File: src/rtl/sysref_cfg_pkg.sv
package sysref_cfg_pkg;

  // ****************************************
  // Sizes and serial frame
  // ****************************************
  localparam int unsigned NUM_GEN = 5;      // Four converter outputs plus logic output
  localparam int unsigned NUM_REGS = 8;     // Registers in this bank
  localparam int unsigned FRAME_BITS = 24;  // Read flag, address, data
  localparam logic [4:0] ADDR_LAST_BIT = 5'h07; // Count at which the address is complete
  localparam logic [4:0] FRAME_LAST_BIT = 5'h17; // Count at which the data is complete

  // ****************************************
  // Offsets
  // ****************************************
  localparam logic [6:0] ADDR_CAL_TRIGGER = 7'h00;
  localparam logic [6:0] ADDR_DELAY_GEN_CFG_B = 7'h12;
  localparam logic [6:0] ADDR_DELAY_GEN_CFG_C = 7'h13;
  localparam logic [6:0] ADDR_DELAY_GEN_CFG_D = 7'h14;
  localparam logic [6:0] ADDR_DELAY_GEN_CFG_E = 7'h15;
  localparam logic [6:0] ADDR_DELAY_SCALE_AND_DIV = 7'h16;
  localparam logic [6:0] ADDR_TEMP_PIN_AND_SCALE_CTRL = 7'h17;
  localparam logic [6:0] ADDR_TEMPERATURE_READBACK = 7'h18;
  localparam logic [6:0] ADDR_CLOCK_PATH_MODE = 7'h19;

  // ****************************************
  // Reset values, in bank order
  // ****************************************
  localparam logic [15:0] RST_DELAY_GEN_CFG = 16'hFE00;
  localparam logic [15:0] RST_DELAY_SCALE_AND_DIV = 16'h0800;
  localparam logic [15:0] RST_TEMP_PIN_AND_SCALE_CTRL = 16'h4000;
  localparam logic [15:0] RST_TEMPERATURE_READBACK = 16'h0FFE;
  localparam logic [15:0] RST_CLOCK_PATH_MODE = 16'h0211;
  localparam logic [10:0] THERM_CODE_IDLE = 11'h7FF;
  localparam logic [15:0] TEMP_RW_MASK = 16'h3001; // Only bits 13:12 and 0 are writable

  // ****************************************
  // Field positions
  // ****************************************
  localparam int unsigned STEP_I_LSB = 9;
  localparam int unsigned PHASE_LSB = 7;
  localparam int unsigned STEP_Q_LSB = 0;
  localparam int unsigned RANGE_B_LSB = 14;
  localparam int unsigned RANGE_A_LSB = 12;
  localparam int unsigned INTERP_DIV_LSB = 9;
  localparam int unsigned THERM_SENSOR_EN_BIT = 15;
  localparam int unsigned PIN_DRIVE_BIT = 13;
  localparam int unsigned PIN_FUNCTION_BIT = 6;
  localparam int unsigned RANGE_E_LSB = 4;
  localparam int unsigned RANGE_D_LSB = 2;
  localparam int unsigned RANGE_C_LSB = 0;
  localparam int unsigned THERM_CODE_LSB = 1;
  localparam int unsigned THERM_COUNTER_EN_BIT = 0;
  localparam int unsigned DIV_RESET_BIT = 6;
  localparam int unsigned RATIO_LSB = 3;
  localparam int unsigned FUNC_SEL_LSB = 0;
  localparam int unsigned CAL_POWERDOWN_BIT = 0;
  localparam int unsigned CAL_SOFT_RESET_BIT = 1;

  // ****************************************
  // Codes
  // ****************************************
  localparam logic [6:0] STEP_SUM = 7'h7F;
  localparam logic [1:0] RANGE_RESERVED = 2'h3;
  localparam logic [2:0] RATIO_MULT_MAX = 3'h4;

  typedef enum logic [2:0] {
    MODE_BUFFER = 3'h1,
    MODE_DIVIDER = 3'h2,
    MODE_MULTIPLIER = 3'h3
  } clock_mode_type;

  typedef enum logic [1:0] {
    ST_IDLE = 2'h0,
    ST_ADDR = 2'h1,
    ST_DATA = 2'h2,
    ST_DONE = 2'h3
  } spi_state_type;

  // Decoded settings of one delay generator
  typedef struct packed {
    logic [6:0] step_inphase;
    logic [6:0] step_quad;
    logic quad_clock;
    logic [1:0] freq_range;
    logic range_valid;
    logic step_sum_ok;
  } delay_gen_type;

  // Effective main clock path
  typedef struct packed {
    clock_mode_type mode;
    logic [3:0] ratio;
    logic div_reset;
  } clock_path_type;

endpackage

File: src/rtl/sysref_delay_and_mode_config.sv
`timescale 1ns/1ps
module sysref_delay_and_mode_config
  import sysref_cfg_pkg::*;
(
  input wire logic clk_i,
  input wire logic resetn_i,
  input wire logic spi_cs_n_i,
  input wire logic spi_sck_i,
  input wire logic spi_sdi_i,
  input wire logic frame_request_input_i,
  input wire logic request_pin_function_i,
  input wire logic sync_enable_i,
  input wire logic lock_detect_i,
  input wire logic [10:0] thermal_code_i,
  input wire logic [6:0] frame_out_a_step_inphase_i,
  input wire logic [1:0] frame_out_a_interp_phase_i,
  output logic shared_output_pin_o,
  output logic shared_output_pin_oe_n_o,
  output sysref_cfg_pkg::delay_gen_type [4:0] delay_gen_o,
  output logic [4:0] interp_clock_divider_o,
  output logic thermal_sensor_enable_o,
  output logic thermal_counter_enable_o,
  output sysref_cfg_pkg::clock_path_type clock_path_o,
  output logic calibration_start_o
);
  import sysref_cfg_pkg::*;

  // ****************************************
  // Pin synchronisers
  // ****************************************
  logic [4:0] pin_s1_q; // First stage, read only by the second
  logic [4:0] pin_s2_q; // Stable pin levels
  logic [10:0] therm_s1_q;
  logic [10:0] therm_s2_q;
  logic [10:0] therm_s3_q; // Third copy lets a settled code be told apart
  logic sck_prev_q; // For edge detection
  logic req_prev_q;

  // Two flops on the serial, request and lock pins and the sensor code before any logic looks at them
  always_ff @(posedge clk_i or negedge resetn_i) begin
    if (!resetn_i) begin
      pin_s1_q <= 5'h01;
      pin_s2_q <= 5'h01;
      therm_s1_q <= 11'h000;
      therm_s2_q <= 11'h000;
      therm_s3_q <= 11'h000;
      sck_prev_q <= 1'b0;
      req_prev_q <= 1'b0;
    end else begin
      pin_s1_q <= {lock_detect_i, frame_request_input_i, spi_sdi_i, spi_sck_i, spi_cs_n_i};
      pin_s2_q <= pin_s1_q;
      therm_s1_q <= thermal_code_i;
      therm_s2_q <= therm_s1_q;
      therm_s3_q <= therm_s2_q;
      sck_prev_q <= pin_s2_q[1];
      req_prev_q <= pin_s2_q[3];
    end
  end

  logic cs_n;
  logic sck_rise;
  logic sck_fall;
  logic sdi;
  logic req_rise;
  assign cs_n = pin_s2_q[0];
  assign sck_rise = pin_s2_q[1] && !sck_prev_q;
  assign sck_fall = !pin_s2_q[1] && sck_prev_q;
  assign sdi = pin_s2_q[2];
  assign req_rise = pin_s2_q[3] && !req_prev_q;

  // ****************************************
  // Serial slave and register bank
  // ****************************************
  spi_state_type state_q, state_d;
  logic [4:0] bit_cnt_q, bit_cnt_d; // Bits taken in this frame
  logic [23:0] shift_in_q, shift_in_d; // Incoming frame
  logic [15:0] shift_out_q, shift_out_d; // Readback data, MSB first
  logic read_q, read_d; // Frame is a read
  logic [6:0] addr_q, addr_d;
  logic [15:0] bank_q [NUM_REGS];
  logic [15:0] bank_d [NUM_REGS];
  logic [10:0] thermal_code_q, thermal_code_d;
  logic cal_go; // Qualified write to the trigger address
  logic write_commit; // Last data bit of a write frame
  logic in_bank;
  logic [2:0] idx; // Bank index of the current address
  logic [15:0] read_word;

  // Bank reset image
  function automatic logic [15:0] reset_word(input int unsigned i);
    case (i)
      4: reset_word = RST_DELAY_SCALE_AND_DIV;
      5: reset_word = RST_TEMP_PIN_AND_SCALE_CTRL;
      6: reset_word = RST_TEMPERATURE_READBACK;
      7: reset_word = RST_CLOCK_PATH_MODE;
      default: reset_word = RST_DELAY_GEN_CFG;
    endcase
  endfunction

  assign in_bank = (addr_q >= ADDR_DELAY_GEN_CFG_B) && (addr_q <= ADDR_CLOCK_PATH_MODE);
  assign idx = 3'(addr_q - ADDR_DELAY_GEN_CFG_B);

  // Readback word; the sensor field is live, never stored
  always_comb begin
    read_word = 16'h0000;
    if (in_bank) begin
      if (addr_q == ADDR_TEMPERATURE_READBACK) begin
        read_word = (bank_q[idx] & TEMP_RW_MASK) | {4'h0, thermal_code_q, 1'b0};
      end else begin
        read_word = bank_q[idx];
      end
    end
  end

  // Address is known one clock after its last bit, so load the readback then
  logic load_read;
  logic load_done_q; // Keeps a long sck high phase from reloading the word
  assign load_read = (state_q == ST_DATA) && (bit_cnt_q == 5'h08) && read_q && !sck_fall && !sck_rise;

  // Frame sequencing and register writes
  always_comb begin
    state_d = state_q;
    bit_cnt_d = bit_cnt_q;
    shift_in_d = shift_in_q;
    shift_out_d = shift_out_q;
    read_d = read_q;
    addr_d = addr_q;
    bank_d = bank_q;
    cal_go = 1'b0;
    write_commit = 1'b0;
    case (state_q)
      ST_IDLE: begin
        if (!cs_n) begin
          state_d = ST_ADDR;
          bit_cnt_d = 5'h00;
        end
      end
      ST_ADDR, ST_DATA: begin
        if (cs_n) begin
          // Early release drops the frame without side effects
          state_d = ST_IDLE;
        end else if (sck_rise) begin
          shift_in_d = {shift_in_q[22:0], sdi};
          bit_cnt_d = bit_cnt_q + 5'h01;
          if (bit_cnt_q == ADDR_LAST_BIT) begin
            read_d = shift_in_d[7];
            addr_d = shift_in_d[6:0];
            state_d = ST_DATA;
          end else if (bit_cnt_q == FRAME_LAST_BIT) begin
            state_d = ST_DONE;
            write_commit = !read_q;
          end
        end else if (sck_fall && read_q && state_q == ST_DATA && bit_cnt_q > 5'h08) begin
          // Skip the fall right after the address so bit 15 is seen
          shift_out_d = {shift_out_q[14:0], 1'b0};
        end
      end
      ST_DONE: begin
        if (cs_n) begin
          state_d = ST_IDLE;
        end
      end
      default: begin
        state_d = ST_IDLE;
      end
    endcase
    // A frame that has not started carries no read flag
    if (state_q == ST_IDLE) begin
      read_d = 1'b0;
    end
    // First load wins over any shift in the same cycle
    if (load_read && !load_done_q) begin
      shift_out_d = read_word;
    end
    if (write_commit && in_bank) begin
      // Reserved RW bits keep what the host writes
      if (addr_q == ADDR_TEMPERATURE_READBACK) begin
        bank_d[idx] = shift_in_d[15:0] & TEMP_RW_MASK;
      end else begin
        bank_d[idx] = shift_in_d[15:0];
      end
    end
    if (write_commit && addr_q == ADDR_CAL_TRIGGER) begin
      if (shift_in_d[CAL_SOFT_RESET_BIT]) begin
        for (int i = 0; i < NUM_REGS; i++) begin
          bank_d[i] = reset_word(i);
        end
      end else if (!shift_in_d[CAL_POWERDOWN_BIT]) begin
        cal_go = 1'b1;
      end
    end
  end

  // Sensor code is held at its idle value until both enables are on
  always_comb begin
    thermal_code_d = thermal_code_q;
    if (!(bank_q[5][THERM_SENSOR_EN_BIT] && bank_q[6][THERM_COUNTER_EN_BIT])) begin
      thermal_code_d = THERM_CODE_IDLE;
    end else if (therm_s2_q == therm_s3_q) begin
      // Only a code seen twice is taken, so a half-moved word never lands
      thermal_code_d = therm_s2_q;
    end
  end

  always_ff @(posedge clk_i or negedge resetn_i) begin
    if (!resetn_i) begin
      state_q <= ST_IDLE;
      bit_cnt_q <= 5'h00;
      shift_in_q <= 24'h000000;
      shift_out_q <= 16'h0000;
      read_q <= 1'b0;
      addr_q <= 7'h00;
      load_done_q <= 1'b0;
      thermal_code_q <= THERM_CODE_IDLE;
      for (int i = 0; i < NUM_REGS; i++) begin
        bank_q[i] <= reset_word(i);
      end
    end else begin
      state_q <= state_d;
      bit_cnt_q <= bit_cnt_d;
      shift_in_q <= shift_in_d;
      shift_out_q <= shift_out_d;
      read_q <= read_d;
      addr_q <= addr_d;
      load_done_q <= load_read;
      thermal_code_q <= thermal_code_d;
      bank_q <= bank_d;
    end
  end

  // ****************************************
  // Decoded outputs
  // ****************************************
  delay_gen_type [4:0] gen_d;
  logic [6:0] gen_inphase [NUM_GEN];
  logic [1:0] gen_phase [NUM_GEN];
  logic [6:0] gen_quad [NUM_GEN];
  logic [1:0] gen_range [NUM_GEN];

  // Generator a takes its inphase step and phase from input ports, the others from the register below their own
  always_comb begin
    gen_inphase[0] = frame_out_a_step_inphase_i;
    gen_phase[0] = frame_out_a_interp_phase_i;
    for (int g = 1; g < NUM_GEN; g++) begin
      gen_inphase[g] = bank_q[g - 1][STEP_I_LSB +: 7];
      gen_phase[g] = bank_q[g - 1][PHASE_LSB +: 2];
    end
    for (int g = 0; g < NUM_GEN; g++) begin
      gen_quad[g] = bank_q[g][STEP_Q_LSB +: 7];
    end
    gen_range[0] = bank_q[4][RANGE_A_LSB +: 2];
    gen_range[1] = bank_q[4][RANGE_B_LSB +: 2];
    gen_range[2] = bank_q[5][RANGE_C_LSB +: 2];
    gen_range[3] = bank_q[5][RANGE_D_LSB +: 2];
    gen_range[4] = bank_q[5][RANGE_E_LSB +: 2];
  end

  for (genvar g = 0; g < NUM_GEN; g++) begin : g_gen
    always_comb begin
      gen_d[g].step_inphase = gen_inphase[g];
      gen_d[g].step_quad = gen_quad[g];
      gen_d[g].quad_clock = gen_phase[g][0] ^ gen_phase[g][1];
      gen_d[g].freq_range = gen_range[g];
      gen_d[g].range_valid = gen_range[g] != RANGE_RESERVED;
      // Only flags a host slip; the hardware does not correct it
      gen_d[g].step_sum_ok = 7'(gen_inphase[g] + gen_quad[g]) == STEP_SUM;
    end

  end

  logic [4:0] interp_div_d;
  clock_path_type path_d;
  logic [2:0] ratio_field;
  logic [2:0] func_sel;
  logic sync_event;
  logic pin_out_d;

  assign ratio_field = bank_q[7][RATIO_LSB +: 3];
  assign func_sel = bank_q[7][FUNC_SEL_LSB +: 3];
  assign sync_event = req_rise && !request_pin_function_i && sync_enable_i;

  // Mode, ratio, divider reset and pin data
  always_comb begin
    case (bank_q[4][INTERP_DIV_LSB +: 3])
      3'h0: interp_div_d = 5'h02;
      3'h1: interp_div_d = 5'h04;
      3'h2: interp_div_d = 5'h08;
      3'h4: interp_div_d = 5'h10;
      default: interp_div_d = 5'h00; // Reserved code stops the divider
    endcase
    path_d.mode = MODE_BUFFER; // Reserved selector codes also buffer
    path_d.ratio = 4'h1;
    case (func_sel)
      MODE_DIVIDER: begin
        if (ratio_field != 3'h0) begin
          path_d.mode = MODE_DIVIDER;
          path_d.ratio = {1'b0, ratio_field} + 4'h1;
        end
      end
      MODE_MULTIPLIER: begin
        if (ratio_field != 3'h0 && ratio_field <= RATIO_MULT_MAX) begin
          path_d.mode = MODE_MULTIPLIER;
          path_d.ratio = {1'b0, ratio_field};
        end
      end
      default: begin
        path_d.mode = MODE_BUFFER;
      end
    endcase
    // Held for as long as the bit stays high
    path_d.div_reset = (path_d.mode == MODE_DIVIDER) && (bank_q[7][DIV_RESET_BIT] || sync_event);
    pin_out_d = bank_q[5][PIN_FUNCTION_BIT] ? (read_q && shift_out_q[15]) : pin_s2_q[4];
  end

  always_ff @(posedge clk_i or negedge resetn_i) begin
    if (!resetn_i) begin
      delay_gen_o <= '0;
      interp_clock_divider_o <= 5'h10;
      clock_path_o <= '{mode: MODE_BUFFER, ratio: 4'h1, div_reset: 1'b0};
      calibration_start_o <= 1'b0;
      shared_output_pin_o <= 1'b0;
      shared_output_pin_oe_n_o <= 1'b1;
      thermal_sensor_enable_o <= 1'b0;
      thermal_counter_enable_o <= 1'b0;
    end else begin
      delay_gen_o <= gen_d;
      interp_clock_divider_o <= interp_div_d;
      clock_path_o <= path_d;
      calibration_start_o <= cal_go;
      shared_output_pin_o <= pin_out_d;
      shared_output_pin_oe_n_o <= !bank_q[5][PIN_DRIVE_BIT];
      thermal_sensor_enable_o <= bank_q[5][THERM_SENSOR_EN_BIT];
      thermal_counter_enable_o <= bank_q[6][THERM_COUNTER_EN_BIT];
    end
  end
endmodule

File: config.mk
export PLATFORM = sky130hd
export DESIGN_NAME = sysref_delay_and_mode_config
export DESIGN_NICKNAME = d
export VERILOG_FILES = /design/src/rtl/sysref_cfg_pkg.sv /design/src/rtl/sysref_delay_and_mode_config.sv
export SDC_FILE = /design/constraint.sdc
export NUM_CORES = 1
export LEC_CHECK = 0
export BUFFER_PORTS_ARGS = -buffer_cell sky130_fd_sc_hd__buf_2
export CORE_UTILIZATION = 50
export DETAILED_ROUTE_END_ITERATION = 7
export GPL_TIMING_DRIVEN = 0
export PLACE_DENSITY = 0.69
export REMOVE_ABC_BUFFERS = 1
export SYNTH_ARGS = -nofsm -noshare
export SYNTH_HDL_FRONTEND = slang
export SYNTH_SLANG_ARGS = --single-unit
File: constraint.sdc
create_clock -name clk_i -period 4.06 [get_ports clk_i]
set_input_delay 0.406 -clock clk_i [delete_from_list [all_inputs] [get_ports clk_i]]
set_output_delay 0.406 -clock clk_i [all_outputs]
set_load 0.02 [all_outputs]
==> results of run 1 <==
-- state kept, by name (all words and copies together), names as in the netlist, 2 cells and up --
| register | cells |
|---|---|
| pin_s2_q | 5 |
| thermal_code_q | 11 |
| bank_q | 128 |
| bit_cnt_q | 5 |
| state_q | 2 |
| shift_in_q | 16 |
| therm_s2_q | 11 |
| shift_out_q | 16 |
| pin_s1_q | 5 |
| interp_clock_divider_o | 4 |
| delay_gen_o | 95 |
| therm_s3_q | 11 |
| clock_path_o | 7 |
| therm_s1_q | 11 |
| addr_q | 7 |
-- logic make-up after synthesis --
family	count (synthesis)	synth area share, %
flip-flops	343	60.16
AND/OR/NAND/NOR	252	8.666
multiplexers	169	14.74
AO/OA/AOI/OAI	129	6.232
buffers and inverters	73	2.738
adder cells (fa/ha/maj)	49	4.520
XOR/XNOR	48	2.920
other	1	0.02605
-- report_power, final --
group | total [µW] | internal [µW] | switching (µW)
logic | 882 | 334 | 547
registers | 3650 | 3520 | 122
clock network | 3430 | 2100 | 1330
total | 7960 | 5960 | 2000
-- critical path: cells and delay by family, from the launching register on --
kind	cells	cell delay, ns
compound gates	1	0.50
fa+ha+maj	1	0.53
buf+inv	1	0.08
flops	1	0.41
simple gates	3	2.24
-- per-stage QoR --
| step | total power [µW] | setup WS [ns] | hold WS (ns) | area (µm²) |
|---|---|---|---|---|
| after global routing | 8247 | 0.03110 | 0.001459 | 16980 |
| after global placement | 4503 | -3.793 | 0.3328 | 15230 |
| after CTS | 8026 | 0.1233 | 0.0001070 | 16960 |
| after floorplan | 4215 | -1.162 | 0.1104 | 14060 |
| after detailed placement | 4563 | -0.5506 | 0.3355 | 15530 |
| final | 7958 | 0.2046 | 0.01305 | 16980 |
-- cells in the final DEF, fill, tap and decap left out, drive strengths merged, types with 6 or more instances in the layout --
| master | count |
|---|---|
| nand4 | 9 |
| nand2 | 69 |
| dfrtp | 282 |
| xnor2 | 26 |
| mux2 | 24 |
| o21ai | 29 |
| a22oi | 29 |
| a221o | 22 |
| inv | 15 |
| nor3 | 10 |
| clkbuf | 52 |
| dfstp | 61 |
| nand2b | 11 |
| nor2 | 106 |
| nand3 | 6 |
| ha | 44 |
| xor2 | 22 |
| mux2i | 113 |
| o22ai | 15 |
| mux4 | 32 |
| nor4 | 13 |
| a21oi | 18 |
| dlygate4sd3 | 17 |
| buf | 158 |
-- cell type report --
cell class | instances | area, µm² | area share (%)
timing repair buffer | 175 | 1137 | 6.698
tap | 378 | 473.0 | 2.785
clock buffer | 52 | 1031 | 6.072
clock inverter | 13 | 221.5 | 1.304
multi-input combinational | 649 | 5403 | 31.82
sequential | 343 | 8662 | 51.01
inverter | 14 | 52.55 | 0.3095
-- worst min-delay path by stage --
stage / from / to / slack [ns] / cells after the start
after floorplan: resetn_i / addr_q[0]$_DFFE_PN0P_ / 0.11 / 0
after global placement: pin_s1_q[3]$_DFF_PN0_ / pin_s2_q[3]$_DFF_PN0_ / 0.33 / 0
after detailed placement: pin_s1_q[3]$_DFF_PN0_ / pin_s2_q[3]$_DFF_PN0_ / 0.34 / 0
after CTS: frame_out_a_step_inphase_i[3] / delay_gen_o[15]$_DFF_PN0_ / 0.0001 / 1
after global routing: spi_sck_i / pin_s1_q[1]$_DFF_PN0_ / 0.001 / 1
final: spi_sck_i / pin_s1_q[1]$_DFF_PN0_ / 0.01 / 1
-- routing by layer --
metal	GRT usage (%)	up-vias	routed length (µm)
met5	0	-	0
li1	-	4094	-
met2	38.46	350	16300
met3	5.614	69	2461
met1	34.16	4716	15060
met4	7.415	0	905
-- timing repair --
item                                    4_1_cts  5_1_grt
hold buffers                                 17        0
setup buffers                                 0        3
resized for setup                             2        0
gates cloned                                  0        0
pin swaps                                     0        1
endpoints found under the setup margin       53       11
endpoints found under the hold margin       104        0
==> summary.md, run 1 <==
| Metric | Value |
|---|---|
| Fillers | `2241` |
| Cell depth of the worst flop-to-flop path | `6` |
| Fin crit share | `94.96%` |
| Port buffer count | `139` |
| R2R Path Start | `state_q[1]$_DFFE_PN0P_` |
| Fin. Hold Viols | `0` |
| Gr ovfl total | `0` |
| Die Wd | `171.7 µm` |
| Count leader, synth | `dfrtp_1` |
| Synthesis-to-finish area growth | `17.96%` |
| Vias | `9229` |
| Initial Utilization | `51.25%` |
| Hold WC Path Type | `in2reg` |
| Setup crit start | `state_q[1]$_DFFE_PN0P_` |
| Synth cell count leaders | `dfrtp_1, mux2i_1, nor2_1` |
| Layout cells sized above 1 | `28.09%` |
| Main synth FF type | `dfrtp_1` |
| Run status | `completed` |
| Count of final setup violators | `0` |
| Cell Count Post-Placement | `1539` |
| DIE HEIGHT | `171.7 µm` |
| Leading area contributor after synthesis | `dfrtp_1` |
| Setup Skew | `0.02177 ns` |
| Crit path required time | `4.50 ns` |
| Ys Warns | `0` |
| Clock Tree Buf Depth | `3` |
| Gpl congestion | `0.8250` |
| CP Launch Type | `register` |
| Netlist cell types | `53` |
| Remaining DRCs | `0` |
| Fin. max-slew vios | `0` |
| Core Box Area | `28090 µm²` |
| Post-Route WL | `34.73 mm` |
| Max-cap viol count | `0` |
| CTS Buf Count | `36` |
| Slew @ Worst Pin | `1.233 ns` |
| Die ar. | `29470 µm²` |
| # clock sinks | `343` |
| Ant. Diodes | `0` |
| DRT iter0 DRCs | `835` |
| Critical-path top delay cell | `or4b_1` |
| R2R setup slack | `0.20 ns` |
| Fin nets | `1297` |
| EDFF count, synth | `0` |
| Crit path to | `bank_q[59]$_DFF_PN1_` |
| CP max stage delay | `1.09 ns` |
| Top cells by area, synth | `dfrtp_1, dfstp_2, mux2i_1` |
| Clock transition at path regs | `0.06 ns` |
| Largest net degree at the start of global routing | `126` |
| VDD IR max | `0.0003723 V` |
| Crit Path Category | `reg2reg` |
| #FFs+latches synth | `343` |
| RSZ-0062 raised after global routing | `false` |
| Worst slew margin | `17.62%` |
| Power Density | `468.7 nW/µm²` |
| Finished Layout Cells | `1624` |
| Clock root buffer | `clkbuf_16` |
| Yosys top cell area share | `49.02%` |
| Mean number of vias per cell | `5.683` |
| Crit end category | `register` |
| Clk Latency, worst-skew pair | `0.53 ns` |
| Worst-path cell chain | `inv_1 > ha_1 > and4bb_2 > nand4b_4 > or4b_1 > a221o_1` |
| FMAX | `259.4 MHz` |
| Vias in the first global route | `9180` |
| Worst Path Arrival | `4.30 ns` |
| Post-DRT Antenna Nets | `0` |
| Post-Syn Instances | `1064` |
| Antenna violations before repair | `0` |
| Fin crit period | `3.855 ns` |
| P_leak | `0.008104 µW` |
| CTS tree | `done` |
| Number of detailed-route iterations in the first pass | `5` |
| Setup TNS | `0 ns` |
| GRT Total Usage | `24.57%` |
| CTS HTree Levels | `2` |
| Asr flop ratio synth | `100.0%` |
| Crit-path max FO | `17` |
| Critical R2R Capture | `bank_q[59]$_DFF_PN1_` |
| DP Wirelength | `23.39 mm` |
| First-pass GRT wire length | `53.92 mm` |
| Post-Syn Area | `14400 µm²` |
| Synth Area per Inst | `13.53 µm²` |
| Final core occ | `60.46%` |
| Site Rows | `61` |
| Seq/Total Area, Yosys | `60.16%` |
| DR WL/cell | `21.38 µm` |
| I/O pins | `142` |
Power figures use the tool's default switching activity.
==> run 2: changes to the inputs <==
--- a/config.mk
+++ b/config.mk
@@ -6,9 +6,11 @@
 export NUM_CORES = 1
 export LEC_CHECK = 0
 export BUFFER_PORTS_ARGS = -buffer_cell sky130_fd_sc_hd__buf_2
+export CORE_ASPECT_RATIO = 0.9
 export CORE_UTILIZATION = 50
 export DETAILED_ROUTE_END_ITERATION = 7
 export GPL_TIMING_DRIVEN = 0
+export MAX_ROUTING_LAYER = met4
 export PLACE_DENSITY = 0.69
 export REMOVE_ABC_BUFFERS = 1
 export SYNTH_ARGS = -nofsm -noshare
==> run 2 against run 1 <==
Effect of this change:
- clock-buffer cell count up 3
- total power down 3.2%
- die area about the same
- first-iteration DRC count down 5.1%
- flip-flop and latch count unchanged
- largest power group unchanged
==> summary.md, run 2 (synthesis results as in run 1) <==
| Metric | Value |
|---|---|
| Run status | `completed` |
| Most common cell after layout, fill and taps aside | `dfrtp_1` |
| Vias in the first global route | `9063 (-1.3%)` |
| Largest net degree at the start of global routing | `121 (-4.0%)` |
| Core Box Area | `28080 µm² (about the same)` |
| CTS Buf Count | `36 (unchanged)` |
| Sequential power share | `47.5% (+1.7 points)` |
| Worst slew margin | `11.33% (-6.3 points)` |
| Crit path required time | `4.43 ns (-0.07 ns)` |
| Slew @ Worst Pin | `1.327 ns (+0.09419 ns)` |
| Critical-path top delay cell | `nor4_4` |
| First-pass GRT wire length | `52.78 mm (-2.1%)` |
| Die Wd | `180.9 µm (+5.3%)` |
| Total Power | `7703 µW (-3.2%)` |
| Finished Layout Cells | `1605 (-1.2%)` |
| R2R Path Start | `state_q[1]$_DFFE_PN0P_` |
| Hold path depth | `1 (unchanged)` |
| Post-DRT Antenna Nets | `0 (unchanged)` |
| Ant. Diodes | `0 (unchanged)` |
| Hold WC Path Type | `in2reg` |
| Post-Route WL | `34.03 mm (-2.0%)` |
| Remaining DRCs | `0 (unchanged)` |
| WHS | `0.01493 ns (+0.001877 ns)` |
| Fin. Hold Viols | `0 (unchanged)` |
| Fin nets | `1297 (unchanged)` |
| Fillers | `2194 (-2.1%)` |
| Antenna violations before repair | `0 (unchanged)` |
| P_leak | `0.008066 µW (-0.47%)` |
| DP Wirelength | `23.24 mm (-0.64%)` |
| I/O pins | `142 (unchanged)` |
| Max-cap viol count | `0 (unchanged)` |
| Hold Startpoint | `frame_out_a_step_inphase_i[3]` |
| Largest registers | `bank_q (128), delay_gen_o (95)` |
| CTS tree | `done` |
| Setup Skew | `0.01623 ns (-0.005534 ns)` |
| Clock root buffer | `clkbuf_16` |
| DRT iter0 DRCs | `792 (-5.1%)` |
| Pint | `5734 µW (-3.7%)` |
| Vias | `9131 (-1.1%)` |
| Site Rows | `58 (-4.9%)` |
| RSZ-0062 raised after global routing | `false` |
| Worst hold path endpoint | `delay_gen_o[15]$_DFF_PN0_` |
| Most flops, register | `bank_q` |
| Crit Path Category | `reg2reg` |
| Fin. max-slew vios | `0 (unchanged)` |
| R2R setup slack | `0.31 ns (+0.11 ns)` |
| CTS HTree Levels | `2 (unchanged)` |
| Clock Tree Buf Depth | `3 (unchanged)` |
| Worst-path cell chain | `inv_1 > ha_1 > and4bb_2 > nand4b_4 > nor4_4 > buf_6 > mux2i_1 > nor2_1` |
| Sw power | `1969 µW (-1.6%)` |
| Gr ovfl total | `0 (unchanged)` |
| Logic pwr share | `11.4% (+0.3 points)` |
| CP delay by family, top | `simple AND/OR/NAND/NOR gates` |
| Crit end category | `register` |
| Die ar. | `29470 µm² (about the same)` |
| Layout cells sized above 1 | `27.87% (-0.22 points)` |
| Cell Count Post-Placement | `1522 (-1.1%)` |
| Mean number of vias per cell | `5.689 (+0.11%)` |
| Worst Path Arrival | `4.11 ns (-0.19 ns)` |
| Initial Utilization | `51.26% (about the same)` |
| CP Launch Type | `register` |
| Clock Power Share | `41.2% (-1.9 points)` |
| Clk Latency, worst-skew pair | `0.51 ns (-0.02 ns)` |
| VDD IR max | `0.0003564 V (-4.3%)` |
| Power Density | `457.0 nW/µm² (-2.5%)` |
| Number of detailed-route iterations in the first pass | `6 (+1)` |
| Crit-path max FO | `17 (unchanged)` |
| Synthesis-to-finish area growth | `17.11%` |
| Fin crit period | `3.748 ns (-0.1077 ns)` |
| Gpl congestion | `0.8808 (+6.8%)` |
| GRT Total Usage | `24.39% (-0.17 points)` |
| CP max stage delay | `0.90 ns (-0.19 ns)` |
| Clock transition at path regs | `0.06 ns (about the same)` |
| DR WL/cell | `21.20 µm (-0.83%)` |
| FMAX | `266.8 MHz (+2.9%)` |
| DIE HEIGHT | `163.0 µm (-5.1%)` |
| Switching Fraction | `25.56% (+0.41 points)` |
| # clock sinks | `343 (unchanged)` |
| Critical R2R Capture | `bank_q[39]$_DFF_PN0_` |
| Fin crit share | `92.31% (-2.7 points)` |
| Count of final setup violators | `0 (unchanged)` |
| Max FFs per register | `128 (unchanged)` |
| Port buffer count | `139 (unchanged)` |
| Cell depth of the worst flop-to-flop path | `8 (+2)` |
| Most frequent cells in the layout | `dfrtp_1, buf_2, mux2i_1, nor2_1, nand2_1` |
| Worst path bufs/invs | `2 (+1)` |
run 2: cell types whose count changed in the layout (fill, tap and decap cells not counted), moves of 2 or more:
cell / delta
clkinv_2: +2
clkinvlp_4: -2
bufinv_16: -4
clkinv_8: -2
clkbuf_1: +2
run 2: worst max path at each step:
stage                                 from                         to  slack, ns  cells after the start
floorplan            addr_q[1]$_DFFE_PN0P_       bank_q[10]$_DFF_PN0_      -1.16                      7
global placement                  resetn_i  delay_gen_o[30]$_DFF_PN0_      -3.75                      1
detailed placement  state_q[1]$_DFFE_PN0P_       bank_q[23]$_DFF_PN1_      -0.43                      7
CTS                 state_q[1]$_DFFE_PN0P_       bank_q[23]$_DFF_PN1_       0.23                      7
global route        state_q[1]$_DFFE_PN0P_      bank_q[120]$_DFF_PN0_       0.04                      7
finish              state_q[1]$_DFFE_PN0P_       bank_q[39]$_DFF_PN0_       0.31                      8
run 2: routing by layer:
metal / part of all wire (%) / track usage (%) / vias up
met5: 0 / - / -
li1: - / - / 4094
met1: 45 / 34.89 / 4629
met4: 2.1 / 6.566 / 0
met3: 7.3 / 4.405 / 54
met2: 45 / 36.01 / 354
run 2: area by class of cell:
class / count / area [µm²] / share of cell area (%)
Sequential cell: 343 / 8662 / 51.38
Inverter: 14 / 52.55 / 0.3117
Multi-Input combinational cell: 649 / 5403 / 32.05
Tap cell: 360 / 450.4 / 2.672
Clock buffer: 55 / 1064 / 6.309
Timing Repair Buffer: 175 / 1145 / 6.791
Clock inverter: 9 / 81.33 / 0.4824
run 2: repair_timing:
item,4_1_cts,5_1_grt
hold endpoints to repair,45,2
cloned,0,0
pin swaps,0,1
setup buffers,0,2
hold buffers,15,2
endpoints found under the setup margin,21,11
resized for setup,2,0
run 2: power by group through the flow:
| stage | registers, µW | clock network, µW | logic (µW) |
|---|---|---|---|
| after CTS | 3660 | 3240 | 868 |
| after global routing | 3680 | 3370 | 947 |
| after global placement | 3770 | 0 | 740 |
| after detailed placement | 3720 | 0 | 855 |
| after floorplan | 3720 | 0 | 495 |
| final | 3660 | 3170 | 874 |
run 2: stage by stage:
step	worst slack (ns)	utilization (%)	setup TNS, ns	area (µm²)
after floorplan	-1.162	-	-51.16	14060
after global placement	-3.749	54.13	-1416.03	15200
after detailed placement	-0.4292	55.26	-5.153	15520
after CTS	0.2290	59.90	0	16820
after global routing	0.03964	60.02	0	16860
final	0.3123	60.02	0	16860
